**src/rtl/rdw_pkg.sv**
```systemverilog
// shared constants and carrier types of the reset delay and watchdog block
// assumes a single 50 MHz system clock and a plain register port
package rdw_pkg;

    // ==================================================
    // register port
    localparam int          ADDR_W          = 4;
    localparam int          DATA_W          = 8;
    localparam logic [3:0]  OFS_OPTION      = 4'h0;
    localparam logic [3:0]  OFS_STATUS      = 4'h1;
    localparam logic [3:0]  OFS_SEQ         = 4'h2;

    // ==================================================
    // field positions and reset values
    localparam int          TIMEOUT_BIT     = 4;
    localparam int          POWERDOWN_BIT   = 3;
    localparam int          SEQ_RESET_BIT   = 0;
    localparam int          SEQ_SLEEP_BIT   = 1;
    localparam int          SEQ_STATE_LSB   = 2;
    localparam logic [5:0]  OPTION_RESET    = 6'h3F;
    localparam logic [1:0]  FLAGS_POWERUP   = 2'h3;

    // ==================================================
    // timing
    localparam int          CLK_PERIOD_NS   = 20;
    // nominal period of the private rc oscillator, modelled as a tick
    localparam int          RC_PERIOD_NS    = 1000;
    localparam int          RC_TICK_CYCLES  = RC_PERIOD_NS / CLK_PERIOD_NS;
    localparam int          DELAY_TIME_MS   = 18;
    localparam int          WDT_TIME_MS     = 18;
    localparam int          DELAY_TICKS     = DELAY_TIME_MS * 1000000 / RC_PERIOD_NS;
    localparam int          WDT_TICKS       = WDT_TIME_MS * 1000000 / RC_PERIOD_NS;
    localparam int          PRESC_W         = 7;

    // ==================================================
    // types
    typedef struct packed {
        logic       timerClockSourceSel;
        logic       timerEdgeSel;
        logic       prescalerAssign;
        logic [2:0] prescaleRatio;
    } rdw_option_s;

    typedef struct packed {
        logic timeoutFlagN;
        logic powerdownFlagN;
    } rdw_flags_s;

    // gray along wait -> delay -> run -> sleep
    typedef enum logic [1:0] {
        ST_WAIT  = 2'b00,
        ST_DELAY = 2'b01,
        ST_RUN   = 2'b11,
        ST_SLEEP = 2'b10
    } rdw_state_e;

endpackage : rdw_pkg

```
**src/rtl/rdw_reset_delay_and_watchdog.sv**
```systemverilog
// reset latch, start-up delay timer, watchdog with prescaler, timeout/power-down flags
// assumes sys_rst marks a rising supply, the core gives one-cycle instruction strobes,
// and the master clear pin and watchdog fuse are asynchronous levels
//
// Chosen here: strobed register access and the placing of the registers.
`timescale 1ns/1ps

// Operation
// - power-up sets the reset latch and clears the delay timer.
// - delay timer counts once master clear is high, then releases reset.
// - core stays in reset while delay runs; timer ticks from rc oscillator.
// - only a rising supply resets; falling supply makes no reset.
// - watchdog time-out restarts the full start-up delay, also from sleep.
// - watchdog counts on its own rc ticks, also during sleep.
// - watchdog time-out fully resets the device, running or sleeping.
// - watchdog reset clears the active-low timeout flag, status bit 4.
// - fuse at zero disables the watchdog for as long as it stays low.
// - base period 18 ms; prescaler assigned divides up to 128.
// - watchdog clear instruction clears counter and assigned prescaler.
// - sleep instruction clears counter and assigned prescaler.
// - option bits 7:6 read zero; bits 5:0 set to ones on any reset.
// - flags after resets follow power-on, master clear and watchdog cases.
// - power-up and clear set both; time-out clears timeout; sleep sets/clears.
// - no other event changes the timeout and power-down flags.
// - master clear pulse resets without touching the flags.
// - time-out and sleep act whatever the current flag values are.
// - active-low power-down flag sits at status bit 3.
// - leaving sleep clears the watchdog counter, whatever woke it.
// - wake-up by master clear or time-out performs a full reset.
module rdw_reset_delay_and_watchdog import rdw_pkg::*; #(
    parameter int DELAY_CYCLES_TICKS = DELAY_TICKS,
    parameter int WDT_PERIOD_TICKS   = WDT_TICKS,
    parameter int TICK_CYCLES        = RC_TICK_CYCLES
) (
    // clock and power-up reset
    input  wire logic              mclk,
    input  wire logic              sys_rst,
    // pins and straps
    input  wire logic              masterClearN,
    input  wire logic              watchdogEnableFuse,
    // instruction strobes from the core
    input  wire logic              watchdogClearInstr,
    input  wire logic              sleepInstr,
    // register port
    input  wire logic [ADDR_W-1:0] regAddr,
    input  wire logic [DATA_W-1:0] regWrData,
    input  wire logic              regWr,
    input  wire logic              regRd,
    output logic      [DATA_W-1:0] regRdData,
    // to the core and timer
    output logic                   coreReset,
    output logic                   sleepActive,
    output logic                   watchdogTimeout,
    output rdw_flags_s             statusFlags,
    output rdw_option_s            optionCfg
);

    localparam int DCW = $clog2(DELAY_CYCLES_TICKS + 1);
    localparam int WCW = $clog2(WDT_PERIOD_TICKS + 1);

    // ==================================================
    // input synchronisation and rc tick
    logic [1:0]    pinSync;
    logic          masterClearHigh;
    logic          fuseOn;
    logic          rcTick;

    // pin and fuse share one synchroniser; each bit is an independent level
    rdw_sync #(
        .WIDTH (2)
    ) u_sync (
        .mclk    (mclk),
        .sys_rst (sys_rst),
        .asyncIn ({watchdogEnableFuse, masterClearN}),
        .syncOut (pinSync)
    );

    assign masterClearHigh = pinSync[0];
    assign fuseOn   = pinSync[1];

    // limitation: the tick is divided down from mclk, so it halts if mclk does;
    // a silicon version would clock this divider from the private oscillator
    // tick source is free-running and ignores sleep
    rdw_tick_gen #(
        .CYCLES (TICK_CYCLES)
    ) u_tick (
        .mclk    (mclk),
        .sys_rst (sys_rst),
        .tick    (rcTick)
    );

    // ==================================================
    // state and storage
    rdw_state_e        state_q;
    rdw_state_e        state_d;
    logic [DCW-1:0]    delayCnt_q;
    logic [DCW-1:0]    delayCnt_d;
    logic [WCW-1:0]    wdtCnt_q;
    logic [WCW-1:0]    wdtCnt_d;
    logic [PRESC_W-1:0] presc_q;
    logic [PRESC_W-1:0] presc_d;
    rdw_option_s       option_q;
    rdw_option_s       option_d;
    rdw_flags_s        flags_q;
    rdw_flags_s        flags_d;
    logic [DATA_W-1:0] rdData_q;
    logic [DATA_W-1:0] rdData_d;

    // ==================================================
    // decode
    logic          inRun;
    logic          inSleep;
    logic          inDelay;
    logic          delayDone;
    logic          latchSet;
    logic          sleepGo;
    logic          clearGo;
    logic          wdtArmed;
    logic [7:0]    prescSpan;
    logic [7:0]    prescEnd;
    logic          prescWrap;
    logic          wdtStep;
    logic          wdtLast;
    logic          timeoutHit;
    logic          wdtClear;
    logic          prescClear;
    logic          optWrite;
    logic          rdOption;
    logic          rdStatus;
    logic          rdSeq;
    logic [DATA_W-1:0] statusWord;
    logic [DATA_W-1:0] seqWord;

    assign inRun     = (state_q == ST_RUN);
    assign inSleep   = (state_q == ST_SLEEP);
    assign inDelay   = (state_q == ST_DELAY);
    // a low pin overrides every state, including sleep
    assign latchSet  = !masterClearHigh;
    assign delayDone = inDelay && rcTick && (delayCnt_q == DCW'(DELAY_CYCLES_TICKS - 1));

    // instructions only execute while the core is out of reset
    assign sleepGo   = inRun && sleepInstr && !latchSet;
    assign clearGo   = inRun && watchdogClearInstr && !latchSet;

    // watchdog counts only while code runs or sleeps; held cleared in reset
    // so that one time-out cannot repeat during the restarted delay
    assign wdtArmed  = fuseOn && (inRun || inSleep) && !latchSet;

    // prescaler divides by 2**ratio when assigned to the watchdog
    // span is kept in 8 bits so that ratio 7 cannot overflow the compare
    assign prescSpan = 8'h01 << optionCfg.prescaleRatio;
    assign prescEnd  = prescSpan - 8'h01;
    assign prescWrap = ({1'b0, presc_q} == prescEnd);
    assign wdtStep   = wdtArmed && rcTick && (!option_q.prescalerAssign || prescWrap);
    assign wdtLast   = (wdtCnt_q == WCW'(WDT_PERIOD_TICKS - 1));
    // no dependence on the timeout flag value
    assign timeoutHit = wdtStep && wdtLast;

    // counter cleared by clear, sleep, any wake-up, time-out and reset hold
    assign wdtClear   = clearGo || sleepGo || timeoutHit || !wdtArmed;
    assign prescClear = option_q.prescalerAssign && wdtClear;

    // ==================================================
    // sequencer
    always_comb begin
        state_d    = state_q;
        delayCnt_d = delayCnt_q;
        case (state_q)
            ST_WAIT: begin
                delayCnt_d = '0;
                if (masterClearHigh) begin
                    state_d = ST_DELAY;
                end
            end
            ST_DELAY: begin
                // counts rc ticks, not core clocks
                if (rcTick) begin
                    delayCnt_d = delayCnt_q + DCW'(1);
                end
                if (delayDone) begin
                    state_d    = ST_RUN;
                    delayCnt_d = '0;
                end
            end
            ST_RUN: begin
                if (timeoutHit) begin
                    state_d    = ST_DELAY;
                    delayCnt_d = '0;
                end else if (sleepGo) begin
                    state_d = ST_SLEEP;
                end
            end
            ST_SLEEP: begin
                // wake-up goes through the full delay, never resumes
                if (timeoutHit) begin
                    state_d    = ST_DELAY;
                    delayCnt_d = '0;
                end
            end
            default: begin
                state_d    = ST_WAIT;
                delayCnt_d = '0;
            end
        endcase
        if (latchSet) begin
            state_d    = ST_WAIT;
            delayCnt_d = '0;
        end
    end

    // the only power-on source is sys_rst; nothing watches a falling supply
    always_ff @(posedge mclk) begin
        if (sys_rst) begin
            state_q    <= ST_WAIT;
            delayCnt_q <= '0;
        end else begin
            state_q    <= state_d;
            delayCnt_q <= delayCnt_d;
        end
    end

    // ==================================================
    // watchdog counter and prescaler
    // a ratio change takes effect at once; a count already past the new end runs on to rollover first; software should clear after it
    always_comb begin
        wdtCnt_d = wdtCnt_q;
        presc_d  = presc_q;
        if (wdtClear) begin
            wdtCnt_d = '0;
        end else if (wdtStep) begin
            wdtCnt_d = wdtCnt_q + WCW'(1);
        end
        if (prescClear) begin
            presc_d = '0;
        end else if (wdtArmed && rcTick && option_q.prescalerAssign) begin
            presc_d = prescWrap ? '0 : presc_q + PRESC_W'(1);
        end
    end

    always_ff @(posedge mclk) begin
        if (sys_rst) begin
            wdtCnt_q <= '0;
            presc_q  <= '0;
        end else begin
            wdtCnt_q <= wdtCnt_d;
            presc_q  <= presc_d;
        end
    end

    // ==================================================
    // timeout and power-down flags
    // time-out outranks a clear or sleep in the same cycle
    always_comb begin
        flags_d = flags_q;
        if (timeoutHit) begin
            flags_d.timeoutFlagN = 1'b0;
        end else if (sleepGo) begin
            flags_d.timeoutFlagN   = 1'b1;
            flags_d.powerdownFlagN = 1'b0;
        end else if (clearGo) begin
            flags_d = FLAGS_POWERUP;
        end
    end

    // master clear never reaches this register
    always_ff @(posedge mclk) begin
        if (sys_rst) begin
            flags_q <= FLAGS_POWERUP;
        end else begin
            flags_q <= flags_d;
        end
    end

    // ==================================================
    // option register
    // writes are dropped during any reset, as the forced ones must win
    assign optWrite = regWr && (regAddr == OFS_OPTION);

    always_comb begin
        option_d = option_q;
        if (coreReset) begin
            option_d = OPTION_RESET;
        end else if (optWrite) begin
            option_d = regWrData[5:0];
        end
    end

    always_ff @(posedge mclk) begin
        if (sys_rst) begin
            option_q <= OPTION_RESET;
        end else begin
            option_q <= option_d;
        end
    end

    // ==================================================
    // read path
    // every bit not placed below reads as zero
    assign rdOption = regRd && (regAddr == OFS_OPTION);
    assign rdStatus = regRd && (regAddr == OFS_STATUS);
    assign rdSeq    = regRd && (regAddr == OFS_SEQ);

    always_comb begin
        statusWord                = '0;
        statusWord[TIMEOUT_BIT]   = flags_q.timeoutFlagN;
        statusWord[POWERDOWN_BIT] = flags_q.powerdownFlagN;
        seqWord                   = '0;
        seqWord[SEQ_RESET_BIT]    = coreReset;
        seqWord[SEQ_SLEEP_BIT]    = inSleep;
        seqWord[SEQ_STATE_LSB +: 2] = state_q;
    end

    // option is write-only and reads as zero, as do unmapped offsets
    always_comb begin
        rdData_d = '0;
        if (rdStatus) begin
            rdData_d = statusWord;
        end else if (rdSeq) begin
            rdData_d = seqWord;
        end else if (rdOption) begin
            rdData_d = '0;
        end
    end

    always_ff @(posedge mclk) begin
        if (sys_rst) begin
            rdData_q <= '0;
        end else begin
            rdData_q <= rdData_d;
        end
    end

    // ==================================================
    // outputs
    // the delay only protects start-up; supply validity relies on the pin
    // coreReset decodes the state register only, so pin noise cannot glitch it
    assign coreReset       = !(inRun || inSleep);
    assign sleepActive     = inSleep;
    assign watchdogTimeout = timeoutHit;
    assign statusFlags     = flags_q;
    assign optionCfg       = option_q;
    assign regRdData       = rdData_q;

endmodule : rdw_reset_delay_and_watchdog

```
**src/rtl/rdw_sync.sv**
```systemverilog
// two-flop synchroniser for asynchronous pins and straps
// assumes inputs come from outside the mclk domain
`timescale 1ns/1ps
module rdw_sync #(
    parameter int WIDTH = 1
) (
    // clock and reset
    input  wire logic             mclk,
    input  wire logic             sys_rst,
    // data
    input  wire logic [WIDTH-1:0] asyncIn,
    output logic      [WIDTH-1:0] syncOut
);

    logic [WIDTH-1:0] meta_q;
    logic [WIDTH-1:0] stable_q;

    always_ff @(posedge mclk) begin
        if (sys_rst) begin
            meta_q   <= '0;
            stable_q <= '0;
        end else begin
            meta_q   <= asyncIn;
            stable_q <= meta_q;
        end
    end

    assign syncOut = stable_q;

endmodule : rdw_sync

```
**src/rtl/rdw_tick_gen.sv**
```systemverilog
// free-running tick standing in for the private rc oscillator
// assumes mclk never stops; only power-up resets it
`timescale 1ns/1ps
module rdw_tick_gen #(
    parameter int CYCLES = 50
) (
    // clock and reset
    input  wire logic mclk,
    input  wire logic sys_rst,
    // tick
    output logic      tick
);

    localparam int CW = (CYCLES > 1) ? $clog2(CYCLES) : 1;

    logic [CW-1:0] count_q;
    logic          last;

    assign last = (count_q == CW'(CYCLES - 1));
    assign tick = last;

    always_ff @(posedge mclk) begin
        if (sys_rst) begin
            count_q <= '0;
        end else if (last) begin
            count_q <= '0;
        end else begin
            count_q <= count_q + CW'(1);
        end
    end

endmodule : rdw_tick_gen

```
**config.mk**
```make
export PLATFORM = sky130hd
export DESIGN_NAME = rdw_reset_delay_and_watchdog
export DESIGN_NICKNAME = d
export VERILOG_FILES = /design/src/rtl/rdw_pkg.sv /design/src/rtl/rdw_reset_delay_and_watchdog.sv /design/src/rtl/rdw_sync.sv /design/src/rtl/rdw_tick_gen.sv
export SDC_FILE = /design/constraint.sdc
export NUM_CORES = 1
export LEC_CHECK = 0
export BUFFER_PORTS_ARGS = -buffer_cell sky130_fd_sc_hd__buf_2
export CAP_MARGIN = 30
export CORE_ASPECT_RATIO = 1.2
export CORE_MARGIN = 2
export CORE_UTILIZATION = 25
export CTS_CLUSTER_SIZE = 30
export DETAILED_ROUTE_END_ITERATION = 7
export SETUP_SLACK_MARGIN = 0.02
export SLEW_MARGIN = 20
export SYNTH_ARGS = -nofsm -noshare
export SYNTH_HDL_FRONTEND = slang
export SYNTH_SLANG_ARGS = --single-unit
```
**constraint.sdc**
```tcl
create_clock -name mclk -period 2.45 [get_ports mclk]
set_input_delay 0.245 -clock mclk [delete_from_list [all_inputs] [get_ports mclk]]
set_output_delay 0.245 -clock mclk [all_outputs]
set_load 0.01 [all_outputs]
```
[Word-level counts from Yosys, hierarchy flattened]
Index checks and enable logic that the tools add are counted.
Cells by class
  shift operators: 1
  mux-type cells: 15
  reduce and logical (&&, ||, !) cells: 39
  bitwise gates (word level): 4
  equal/unequal tests: 14
  add/sub/neg operators: 5
Operators with widths (count)
  $mux 15: 3
  $pmux 15 s3: 1
  $add 15x1->15 const B: 2
  $eq 15x15->1 const B: 2
  $logic_and 1x1->1: 16
  $reduce_or 2->1: 7
  $mux 2: 6
  $eq 7x8->1: 1
  $pmux 2 s4: 1
  $shl 1x3->8 const A: 1
  $sub 8x1->8 const B: 1
  $add 7x1->7 const B: 1
  $mux 7: 1
  $add 6x1->6 const B: 1
  $eq 6x6->1 const B: 1
  $ne 2x1->1 const B: 3
  $logic_or 1x1->1: 5
  $mux 5: 1
  $eq 2x2->1 const B: 2
  $eq 4x1->1 const B: 1
  $eq 4x2->1 const B: 1
  $logic_not 4->1: 1
  $mux 4: 1
  $not 1->1: 4
  11 further kinds: 14
Word-level totals
  bits of input ports: 20
  flip-flop bits (word level): 65
  logic and storage cells: 94
  output and inout bits: 19

[Depth between registers and ports, before layout]
Gate-level depths: netlist of run 1.
  depth after elaboration: 11
  mapped depth: 10
  gate-level depth less buffers: 8

[Hierarchy]
Synthesis of run 1 repeated with hierarchy kept, for this count alone.
Second synthesis, totals
  cells, all modules: 382
  area total of the unflattened synthesis: 3255.6 um^2
Modules (own cells, without submodules)
  rdw_reset_delay_and_watchdog: seq. area each 1041.0 um^2, area each 2895.3 um^2, times used 1, cells an instance 347
  rdw_tick_gen: seq. area each 120.1 um^2, area each 255.2 um^2, times used 1, cells an instance 27
  rdw_sync: seq. area each 80.1 um^2, area each 105.1 um^2, times used 1, cells an instance 8

[Least setup slack after synthesis of run 1]
OpenSTA, ideal clock, no wires.
  kind: reg2reg
  from: register u_tick.count_q[0]
  to: register delayCnt_q[12]
  library setup time: 0.128 ns
  slack: 0.401 ns
  cell stages (with the launch flop): 10
  period minus slack after synthesis: 2.049 ns
  required time: 2.322 ns
  arrival time: 1.921 ns
  cell sequence: dfxtp_1 ha_1 nand4b_1 or3_1 buf_2 nor2_1 nand4_1 a21oi_2 buf_4 a31oi_1
On the way
  word-level cells in the longest chain between the ends: 6
  elaborated cells on any way between the ends: 11
  those cells by class: eq/ne (3); mux (2); reduce/logical (6)
Ends and longest elaborated chain
  start: declaration: RTL line rdw_tick_gen.sv:16  | logic [CW-1:0] count_q;
  start signal: assignment: RTL line rdw_tick_gen.sv:28  | count_q <= count_q + CW'(1);
  $eq 6x6->1 *: RTL line rdw_tick_gen.sv:19  | assign last = (count_q == CW'(CYCLES - 1));
  $logic_and 1x1->1 (2 in a row): RTL line rdw_reset_delay_and_watchdog.sv:154  | assign wdtStep = wdtArmed && rcTick && (!option_q.prescalerAssign || prescWrap);
  $logic_and 1x1->1: RTL line rdw_reset_delay_and_watchdog.sv:157  | assign timeoutHit = wdtStep && wdtLast;
  $ne 2x1->1 (no source line)
  $reduce_and 2->1 (no source line)
  end signal: assignment: RTL line rdw_reset_delay_and_watchdog.sv:218  | delayCnt_q <= delayCnt_d;
  end: declaration: RTL line rdw_reset_delay_and_watchdog.sv:96  | logic [DCW-1:0] delayCnt_q;
Every way passes the cells marked *; elsewhere a longest branch is shown, timed or not.
A chain may end at the register's enable or synchronous reset.

[Worst setup path in the final report of run 1]
  from: register option_q (netlist bit optionCfg[0])
  to: register delayCnt_q[13]
On the way
  word-level cells in the longest chain between the ends: 8
Ends and longest elaborated chain
  start: declaration: RTL line rdw_reset_delay_and_watchdog.sv:102  | rdw_option_s option_q;
  start signal: assignment: RTL line rdw_reset_delay_and_watchdog.sv:292  | option_q <= option_d;
  $shl 1x3->8: RTL line rdw_reset_delay_and_watchdog.sv:151  | assign prescSpan = 8'h01 << optionCfg.prescaleRatio;
  $sub 8x1->8: RTL line rdw_reset_delay_and_watchdog.sv:152  | assign prescEnd = prescSpan - 8'h01;
  $eq 7x8->1: RTL line rdw_reset_delay_and_watchdog.sv:153  | assign prescWrap = ({1'b0, presc_q} == prescEnd);
  $logic_or 1x1->1: RTL line rdw_reset_delay_and_watchdog.sv:154
  $logic_and 1x1->1: RTL line rdw_reset_delay_and_watchdog.sv:154
  $logic_and 1x1->1: RTL line rdw_reset_delay_and_watchdog.sv:157
  $ne 2x1->1 (no source line)
  $reduce_and 2->1 (no source line)
Every way passes these cells.

==> impl_metrics.py, run 1 <==
metrics = {
    "yosys": {
        "synth_edf_count": 0,
        "seq_area_frac_synth": 0.378,
        "synth_top_area_cell": "dfxtp_1",
        "synthFlopType": "dfxtp_1",
        "syn_area_per_cell_sq_um": 8.21,
        "synth_top_family_by_area": "simple AND/OR/NAND/NOR gates",
        "yosysMostFrequentCell": "dfxtp_1",
        "ys.warnings.count": 0,
        "synth-xor-area-share": 0.0267,
        "synthTopCellsByCount": "dfxtp_1 (62), nand2_1 (41), nor2_1 (37)",
        "synth_top_area_frac": 0.378,
        "synth_compound_area_frac": 0.148,
        "syn_inst": 400,
        "ys_seq_elements": 62,
        "async_flop_share": 0,
        "synthTopCellsByArea": "dfxtp_1 (38%), nand3_1 (4.9%), nand2_1 (4.7%)",
        "synthSimpleGateAreaFrac": 0.344,
        "synthAdderAreaFrac": 0.0191,
        "syn-cell-area_sq_mm": 0.00328,
        "synth_mux_area_frac": 0.0427,
        "yosysUniqueCellTypes": 60,
    },
    "place": {
        "portBuffers": 33,
        "pre_cts_ws_ns": 0.0134,
        "hpwlAfterDp_um": 5630,
        "place.gp.congestion": 0.816,
        "placedCellCount": 585,
    },
    "timing": {
        "worstMarginPinSlew_ns": 0.827,
        "fmax_mhz": 427,
        "setup_viol": 0,
        "drv_slew": 0,
        "post-route-min-period_ns": 2.34,
        "fin_tns_setup_ns": 0,
        "rsz0062_at_grt": "yes",
        "period_share": 0.956,
        "layout_setup_ws_ns": 0.108,
        "maxSlewHeadroom": 0.447,
        "hold_viol": 0,
        "clock_skew_ns": 0.00662,
    },
    "clock_tree": {
        "h-tree-depth": 3,
        "clock_latency_ns": 0.34,
        "cts_made_buffers": 9,
        "cts_hold_buf": 0,
        "cts.sinks": 62,
        "path_clk_slew_ns": 0.05,
        "cts_tree": "yes",
        "root_buffer": "clkbuf_16",
        "cts.path.max_buffers": 2,
    },
    "route": {
        "remaining_drc_errors": 0,
        "via_per_inst": 5.11,
        "ant_nets": 0,
        "drt-wirelength-per-cell_um": 13.2,
        "route.vias.total": 3093,
        "drt_iter0_drc": 215,
        "wirelength_um": 7960,
        "drt_first_pass_iters": 4,
    },
    "worst_setup_path": {
        "cp-end-kind": "flip-flop",
        "cp_data_required_time_ns": 2.65,
        "crit_path_start_kind": "flip-flop",
        "reg2reg_setup_slack_ns": 0.11,
        "critical-path-slowest-cell": "dfxtp_1",
        "worstPathArrival_ns": 2.55,
        "worst-path-buf-inv": 2,
        "cp_top_family": "compound AO/OA/AOI/OAI gates",
        "path_max_fanout": 15,
        "cp_cell_sequence": "and2b_1 -> o21ai_1 -> a221oi_4 -> buf_4 -> nand4_1 -> a21oi_2 -> buf_4 -> a311oi_1",
        "cp_slowest_stage_delay_ns": 0.49,
        "critPathKind": "flip-flop to flip-flop",
        "crit_path_frequent_cell": "buf_4",
    },
    "die": {
        "core_area_sq_mm": 0.0127,
        "start_util": 0.258,
        "die_h_um": 130,
        "die_w_um": 109,
        "die_area_sq_mm": 0.0141,
        "rows": 45,
        "ios": 39,
    },
    "cells_and_area": {
        "fin_nets": 461,
        "drive_gt1_frac": 0.179,
        "area_growth_pct": 21.7,
        "finalNonFillerCells": 605,
        "fill_cells": 1335,
        "antennaDiodeCount": 0,
    },
    "power_and_ir_drop": {
        "ir_worst_vdd_mv": 0.355,
        "combPwrFrac": 0.023,
        "powerDensity_mw_per_mm2": 608,
        "p_sw_frac": 0.205,
        "internal_power_mw": 1.93,
        "p_switching_mw": 0.499,
        "clock_power_share": 0.555,
        "seq_power_share": 0.422,
        "power.leakage_nw": 1.32,
    },
    "hold_path": {
        "hold_class": "input pin to flip-flop",
    },
    "global_routing": {
        "grt_pass1_vias": 2998,
        "grt_max_degree": 20,
        "grt-ovfl-total": 0,
        "grt_antenna_before_repair": 0,
        "grt_use_total": 0.117,
        "grt_pass1_wl_um": 13200,
    },
    "job": {
        "maxCapViolCount": 0,
    },
    "status": {
        "status": "completed",
    },
}
## flip-flops by register name, summed over array words and instances (netlist names)
name	cells
statusFlags	2
u_sync.syncOut	2
wdtCnt_q	15
u_tick.count_q	6
regRdData	5
delayCnt_q	15
state_q	2
presc_q	7
u_sync.meta_q	2
optionCfg	6
## cells by family (layout without fill, tap and decap cells)
kind of cell,Yosys count,in the layout
AOI/OAI and AO/OA,70,70
xor gates and xnor gates,10,10
adders and majority gates,5,5
buffers and inverters,29,68
DFF,62,62
muxes,14,14
other,1,3
and+or+nand+nor,209,209
## worst reg2reg max path, delay by kind of cell, from the launching register on
family / cells / cell delay (ns)
compound gates: 4 / 0.85
simple gates: 2 / 0.45
buf+inv: 2 / 0.42
flops: 1 / 0.49
## through the flow
| step | utilization | hold slack (ns) | area (sq um) | total power, mW |
|---|---|---|---|---|
| 6_report | 0.314 | 0.127 | 4000 | 2.43 |
| 5_1_grt | 0.314 | 0.133 | 4000 | 2.50 |
| 4_1_cts | 0.310 | 0.118 | 3940 | 2.46 |
| 3_5_place_dp | 0.284 | 0.436 | 3620 | 1.10 |
| 3_3_place_gp | 0.284 | 0.431 | 3620 | 1.10 |
| 2_1_floorplan | - | 0.373 | 3290 | 1.08 |
## worst paths after layout
kind / startpoint / endpoint / cells past startpoint
min: regWrData[4] / optionCfg[4]$_SDFFE_PP1P_ / 3
max reg2reg: optionCfg[0]$_SDFFE_PP1P_ / delayCnt_q[13]$_SDFFE_PP0P_ / 8
max: optionCfg[0]$_SDFFE_PP1P_ / delayCnt_q[13]$_SDFFE_PP0P_ / 8
min reg2reg: u_sync.meta_q[0]$_SDFF_PP0_ / u_sync.syncOut[0]$_SDFF_PP0_ / 1
## power by group through the flow
stage                     clock [mW]  combinational (mW)  sequential, mW
after global placement             0              0.0542            1.05
after global routing            1.41              0.0628            1.03
after detailed placement           0              0.0557            1.05
final                           1.35              0.0554            1.03
after floorplan                    0              0.0368            1.04
after CTS                       1.37              0.0561            1.03
## layout by cell type, fill, tap and decap left out, drive strengths merged, types with 5 or more instances in the layout
cell type	synthesis	layout
dfxtp	62	62
buf	11	46
nand2	41	41
nor2	38	38
nand3	33	33
a21oi	16	16
nor3	16	16
o21ai	15	15
mux2i	14	14
nand3b	11	11
nand4	11	11
clkbuf	12	10
and3	9	9
nor2b	9	9
a31oi	9	9
xor2	8	8
nor4b	8	8
nand2b	6	6
inv	6	6
ha	5	5
## routing by layer
metal	part of all wire	global-route usage	vias up
met2	0.48	0.202	69
met1	0.46	0.133	1479
met5	0	0	-
li1	-	-	1528
met4	0.022	0.0551	0
met3	0.043	0.0337	17
## area by class of cell
cell class	instances	area, sq um	area share
inverters	6	22.5	0.00564
well taps	164	205	0.0513
flip-flops and latches	62	1240	0.311
clock buffers	10	229	0.0573
multi-input cells	311	1950	0.487
clock inverters	6	86.3	0.0216
repair buffers	46	263	0.0657
## repair_timing
item,CTS,global route
pin swaps,0,2
buffers inserted,0,4
setup endpoints to repair,4,17
resized for setup,2,6
cloned,0,0
No activity file was read; power rests on OpenSTA's default activity.
==> run 2, diff against run 1 <==
--- a/config.mk
+++ b/config.mk
@@ -12,8 +12,11 @@
 export CORE_UTILIZATION = 25
 export CTS_CLUSTER_SIZE = 30
 export DETAILED_ROUTE_END_ITERATION = 7
+export MAX_ROUTING_LAYER = met4
+export RECOVER_POWER = 25
 export SETUP_SLACK_MARGIN = 0.02
 export SLEW_MARGIN = 20
 export SYNTH_ARGS = -nofsm -noshare
 export SYNTH_HDL_FRONTEND = slang
+export SYNTH_HIERARCHICAL = 1
 export SYNTH_SLANG_ARGS = --single-unit
==> impl_metrics.py, run 2 <==
metrics = {
    "cells_and_area": {
        "fill_cells": 1341,
        "drive_gt1_frac": 0.153,
        "antennaDiodeCount": 0,
        "final_common_cell": "dfxtp_1",
        "fin_nets": 446,
        "final_cell_area_sq_mm": 0.00389,
        "fin_util": 0.307,
        "biggestRegsByFlops": "delayCnt_q (15), wdtCnt_q (15), presc_q (7)",
        "area_growth_pct": 19.4,
        "layout_common_cells": "dfxtp_1 (62), nand2_1 (40), nor2_1 (32), a21oi_1 (26), buf_2 (23)",
    },
    "route": {
        "drt_iter0_drc": 233,
        "route.vias.total": 3042,
        "ant_nets": 0,
        "wirelength_um": 8410,
        "drt-wirelength-per-cell_um": 14.3,
        "via_per_inst": 5.16,
        "drt_first_pass_iters": 4,
        "remaining_drc_errors": 0,
    },
    "worst_setup_path": {
        "cp_top_family": "simple AND/OR/NAND/NOR gates",
        "worst-path-buf-inv": 1,
        "critPathKind": "flip-flop to flip-flop",
        "crit_path_end": "wdtCnt_q[5]$_SDFFE_PP0P_",
        "reg2reg_setup_slack_ns": 0.13,
        "cp.depth": 7,
        "cp_cell_sequence": "or3_1 -> nor4_2 -> a211o_2 -> a31oi_4 -> buf_4 -> or4_1 -> a21oi_1",
        "crit_start": "optionCfg[2]$_SDFFE_PP1P_",
        "worstPathArrival_ns": 2.58,
        "worst_r2r_endpoint": "wdtCnt_q[5]$_SDFFE_PP0P_",
        "worst_r2r_path_depth": 7,
        "path_max_fanout": 14,
        "cp_slowest_stage_delay_ns": 0.50,
        "cp-end-kind": "flip-flop",
        "rr_startpoint": "optionCfg[2]$_SDFFE_PP1P_",
        "crit_path_start_kind": "flip-flop",
        "cp_data_required_time_ns": 2.71,
        "critical-path-slowest-cell": "or4_1",
    },
    "yosys": {
        "synth_top_area_frac": 0.381,
        "syn_inst": 382,
        "syn_area_per_cell_sq_um": 8.52,
        "synthTopCellsByCount": "dfxtp_1 (62), nand2_1 (40), nor2_1 (32)",
        "synth-xor-area-share": 0.0215,
        "yosysMostFrequentCell": "dfxtp_1",
        "synthAdderAreaFrac": 0.0192,
        "seq_area_frac_synth": 0.381,
        "ys_seq_elements": 62,
        "synth_compound_area_frac": 0.185,
        "async_flop_share": 0,
        "synthSimpleGateAreaFrac": 0.308,
        "synthFlopType": "dfxtp_1",
        "synth_top_area_cell": "dfxtp_1",
        "synth_mux_area_frac": 0.0277,
        "synth_edf_count": 0,
        "ys.warnings.count": 6,
        "synthTopCellsByArea": "dfxtp_1 (38%), nand2_1 (4.6%), a21oi_1 (4.0%)",
        "yosysUniqueCellTypes": 66,
        "syn-cell-area_sq_mm": 0.00326,
        "synth_top_family_by_area": "simple AND/OR/NAND/NOR gates",
    },
    "clock_tree": {
        "h-tree-depth": 3,
        "cts.path.max_buffers": 2,
        "root_buffer": "clkbuf_16",
        "cts.sinks": 62,
        "cts_tree": "yes",
        "cts_made_buffers": 9,
        "clock_latency_ns": 0.34,
        "cts_hold_buf": 0,
        "path_clk_slew_ns": 0.05,
    },
    "place": {
        "placed_cell_area_sq_mm": 0.00355,
        "place.gp.congestion": 0.862,
        "pre_cts_ws_ns": 0.160,
        "hpwlAfterDp_um": 5920,
        "portBuffers": 33,
    },
    "global_routing": {
        "grt_pass1_vias": 2893,
        "grt-ovfl-total": 0,
        "grt_max_degree": 17,
        "grt_use_total": 0.131,
        "grt_pass1_wl_um": 13900,
        "grt_antenna_before_repair": 0,
    },
    "power_and_ir_drop": {
        "powerDensity_mw_per_mm2": 615,
        "p_sw_frac": 0.211,
        "internal_power_mw": 1.89,
        "seq_power_share": 0.429,
        "ir_worst_vdd_mv": 0.316,
        "power.leakage_nw": 1.24,
        "p_switching_mw": 0.505,
        "clock_power_share": 0.546,
        "combPwrFrac": 0.025,
    },
    "die": {
        "die_area_sq_mm": 0.0140,
        "rows": 45,
        "die_w_um": 108,
        "die_h_um": 129,
        "core_area_sq_mm": 0.0127,
        "start_util": 0.257,
        "ios": 39,
    },
    "timing": {
        "clock_skew_ns": 0.00945,
        "worstMarginPinSlew_ns": 0.756,
        "post-route-min-period_ns": 2.32,
        "maxSlewHeadroom": 0.496,
        "drv_slew": 0,
        "hold_viol": 0,
        "setup_viol": 0,
        "fin_tns_setup_ns": 0,
        "rsz0062_at_grt": "yes",
        "period_share": 0.947,
        "layout_setup_ws_ns": 0.129,
        "fmax_mhz": 431,
    },
    "hold_path": {
        "min-delay-start": "masterClearN",
        "hold_class": "input pin to flip-flop",
    },
    "status": {
        "status": "completed",
    },
    "job": {
        "maxCapViolCount": 0,
    },
}
## run 2: changes by cell type after synthesis, sizes merged, moves of 5 or more
cell / delta
o31ai: +9
nor2: -6
nand3b: -10
mux2i: -5
or4: +8
nand3: -11
nor3: -6
a21oi: +11
## run 2: power groups by stage
stage / Combinational (mW) / Sequential (mW) / Clock, mW
global placement: 0.0582 / 1.05 / 0
finish: 0.0600 / 1.03 / 1.31
CTS: 0.0601 / 1.03 / 1.33
detailed placement: 0.0600 / 1.05 / 0
floorplan: 0.0347 / 1.04 / 0
global route: 0.0675 / 1.03 / 1.37
## run 2: per-layer routing
layer,vias to the layer above,GRT usage,part of all wire
met4,0,0.0664,0.030
met3,21,0.0418,0.045
met2,47,0.205,0.47
met1,1466,0.150,0.45
li1,1508,-,-
met5,-,-,0
## run 2: timing repair
item,4_1_cts,5_1_grt
cloned,1,0
endpoints found under the setup margin,1,3
pin swaps,1,0
setup buffers,2,1
gates resized for setup,0,2
## run 2: layout make-up
type	count	area, sq um	share of cell area
multi-input cells	297	1860	0.479
flip-flops and latches	62	1240	0.319
clock buffers	13	260	0.0669
repair buffers	45	255	0.0657
well taps	164	205	0.0528
clock inverters	3	42.5	0.0109
inverters	6	22.5	0.00579
## run 2: worst min path at each step
stage	end	slack, ns	cells past startpoint
6_report	u_sync/meta_q[0]$_SDFF_PP0_	0.12	2
5_1_grt	optionCfg[5]$_SDFFE_PP1P_	0.13	3
4_1_cts	optionCfg[5]$_SDFFE_PP1P_	0.11	3
3_5_place_dp	u_sync/syncOut[1]$_SDFF_PP0_	0.46	1
3_3_place_gp	optionCfg[4]$_SDFFE_PP1P_	0.45	2
2_1_floorplan	u_sync/meta_q[0]$_SDFF_PP0_	0.32	1
## run 2: kinds of logic after synthesis
kind of cell / count (synthesis)
compound gates: 88
xor+xnor: 8
fa+ha+maj: 5
buf+inv: 26
flops: 62
mux: 9
other cells: 1
simple gates: 183
## run 2: per-stage QoR
stage | power, mW | instances | hold WS (ns)
finish | 2.39 | 590 | 0.122
global route | 2.47 | 590 | 0.130
CTS | 2.41 | 589 | 0.113
detailed placement | 1.11 | 570 | 0.461
global placement | 1.10 | 570 | 0.452
floorplan | 1.08 | 384 | 0.317
==> run 3, diff against run 2 <==
--- a/config.mk
+++ b/config.mk
@@ -7,12 +7,15 @@
 export LEC_CHECK = 0
 export BUFFER_PORTS_ARGS = -buffer_cell sky130_fd_sc_hd__buf_2
 export CAP_MARGIN = 30
+export CELL_PAD_IN_SITES_DETAIL_PLACEMENT = 0
+export CELL_PAD_IN_SITES_GLOBAL_PLACEMENT = 1
 export CORE_ASPECT_RATIO = 1.2
 export CORE_MARGIN = 2
 export CORE_UTILIZATION = 25
 export CTS_CLUSTER_SIZE = 30
 export DETAILED_ROUTE_END_ITERATION = 7
 export MAX_ROUTING_LAYER = met4
+export PLACE_DENSITY_LB_ADDON = 0.1
 export RECOVER_POWER = 25
 export SETUP_SLACK_MARGIN = 0.02
 export SLEW_MARGIN = 20
==> impl_metrics.py, run 3 (synthesis results as in run 2) <==
metrics = {
    "place": {
        "pre_cts_ws_ns": 0.0592,
        "place.gp.congestion": 0.753,
        "hpwlAfterDp_um": 6420,
        "placedCellCount": 575,
        "portBuffers": 33,
    },
    "worst_setup_path": {
        "worst_r2r_path_depth": 7,
        "worstPathArrival_ns": 2.06,
        "crit_path_start_kind": "flip-flop",
        "path_max_fanout": 5,
        "cp-end-kind": "output pin",
        "cp_data_required_time_ns": 2.20,
        "critPathKind": "flip-flop to output pin",
    },
    "route": {
        "drt-wirelength-per-cell_um": 15.0,
        "drt_iter0_drc": 132,
        "remaining_drc_errors": 0,
        "drt_first_pass_iters": 4,
        "route.vias.total": 2990,
        "ant_nets": 0,
        "via_per_inst": 5.02,
        "wirelength_um": 8970,
    },
    "global_routing": {
        "grt-ovfl-total": 0,
        "grt_pass1_vias": 2971,
        "grt_max_degree": 16,
        "grt_use_total": 0.147,
        "grt_antenna_before_repair": 0,
        "grt_pass1_wl_um": 15400,
    },
    "timing": {
        "fin_tns_setup_ns": 0,
        "fmax_mhz": 434,
        "rsz0062_at_grt": "no",
        "hold_viol": 0,
        "maxSlewHeadroom": 0.535,
        "post-route-min-period_ns": 2.30,
        "period_share": 0.940,
        "setup_viol": 0,
        "clock_skew_ns": 0.00685,
        "drv_slew": 0,
        "worstMarginPinSlew_ns": 0.698,
        "layout_setup_ws_ns": 0.148,
    },
    "cells_and_area": {
        "fin_nets": 452,
        "regArea_sq_mm": 0.00125,
        "finalNonFillerCells": 596,
        "biggestRegsByFlops": "delayCnt_q (15), wdtCnt_q (15), presc_q (7)",
        "final_common_cell": "dfxtp_1",
        "drive_gt1_frac": 0.171,
        "antennaDiodeCount": 0,
        "multi_input_area_sq_mm": 0.00186,
        "fill_cells": 1403,
        "layout_common_cells": "dfxtp_1 (60), nand2_1 (40), nor2_1 (32), a21oi_1 (26), buf_2 (23)",
        "area_growth_pct": 20.6,
    },
    "clock_tree": {
        "clock_latency_ns": 0.33,
        "h-tree-depth": 3,
        "root_buffer": "clkbuf_16",
        "cts_hold_buf": 0,
        "path_clk_slew_ns": 0.06,
        "cts_made_buffers": 9,
        "cts.path.max_buffers": 2,
        "cts.sinks": 62,
        "cts_tree": "yes",
    },
    "hold_path": {
        "hold_class": "input pin to flip-flop",
        "min_path_cells": 2,
    },
    "die": {
        "die_h_um": 129,
        "die_w_um": 108,
        "die_area_sq_mm": 0.0140,
        "rows": 45,
        "start_util": 0.257,
        "ios": 39,
        "core_area_sq_mm": 0.0127,
    },
    "power_and_ir_drop": {
        "powerDensity_mw_per_mm2": 610,
        "power.leakage_nw": 1.26,
        "ir_worst_vdd_mv": 0.310,
    },
    "job": {
        "maxCapViolCount": 0,
    },
    "status": {
        "status": "completed",
    },
}
[run 3: cell types whose count changed in the layout (fill, tap and decap cells not counted)]
cell        change
dfxtp_4         +1
buf_4           +6
clkbuf_1        -1
clkinv_2        -1
buf_12          -1
inv_6           +1
clkinvlp_4      +2
clkbuf_8        -1
clkinv_4        +1
dfxtp_2         +1
dfxtp_1         -2
[run 3: cell type report]
class                      count  area share
inverter                       6     0.00573
clock buffer                  10      0.0608
sequential                    62       0.317
timing repair buffer          51      0.0723
multi-input combinational    297       0.474
clock inverter                 6      0.0178
tap                          164      0.0522
[run 3: path summary, 6_finish.rpt]
kind	startpoint	to	slack (ns)
max	u_tick/count_q[1]$_SDFF_PP0_	watchdogTimeout	0.15
min reg2reg	u_sync/meta_q[1]$_SDFF_PP0_	u_sync/syncOut[1]$_SDFF_PP0_	0.44
max reg2reg	optionCfg[1]$_SDFFE_PP1P_	wdtCnt_q[12]$_SDFFE_PP0P_	0.24
min	masterClearN	u_sync/meta_q[0]$_SDFF_PP0_	0.12
[run 3: report_power, final]
| group | total (mW) | switching, mW | internal (mW) | leakage, nW |
|---|---|---|---|---|
| clock | 1.31 | 0.493 | 0.819 | 0.141 |
| combinational | 0.0603 | 0.0329 | 0.0275 | 0.613 |
| sequential | 1.02 | 0.00643 | 1.02 | 0.502 |
[run 3: per-stage QoR]
step	util	total power [mW]	area, sq um	hold slack, ns
final	0.310	2.39	3930	0.116
after global routing	0.310	2.51	3930	0.125
after CTS	0.309	2.45	3920	0.109
after detailed placement	0.282	1.11	3580	0.428
after global placement	0.282	1.11	3580	0.419
after floorplan	-	1.08	3260	0.317
[run 3: worst max-delay path: stages (launching register included)]
cell and delay, ns:
dfxtp_1 0.33, inv_1 0.06, ha_1 0.16, and4_2 0.32, and4_1 0.30, nand4_1 0.23, nor2_1 0.17, buf_2 0.15
[run 3: timing repair]
action                     in CTS  in global routing
cloned                          1                  0
setup endpoints to repair       1                  6
buffers inserted                2                  2
resized for setup               1                  4
pin swaps                       1                  2
[run 3: per-layer routing]
layer	part of all wire	track usage	vias up
met3	0.023	0.0277	13
met5	0	-	-
met1	0.46	0.177	1417
li1	-	-	1527
met4	0.023	0.0671	0
met2	0.49	0.238	33
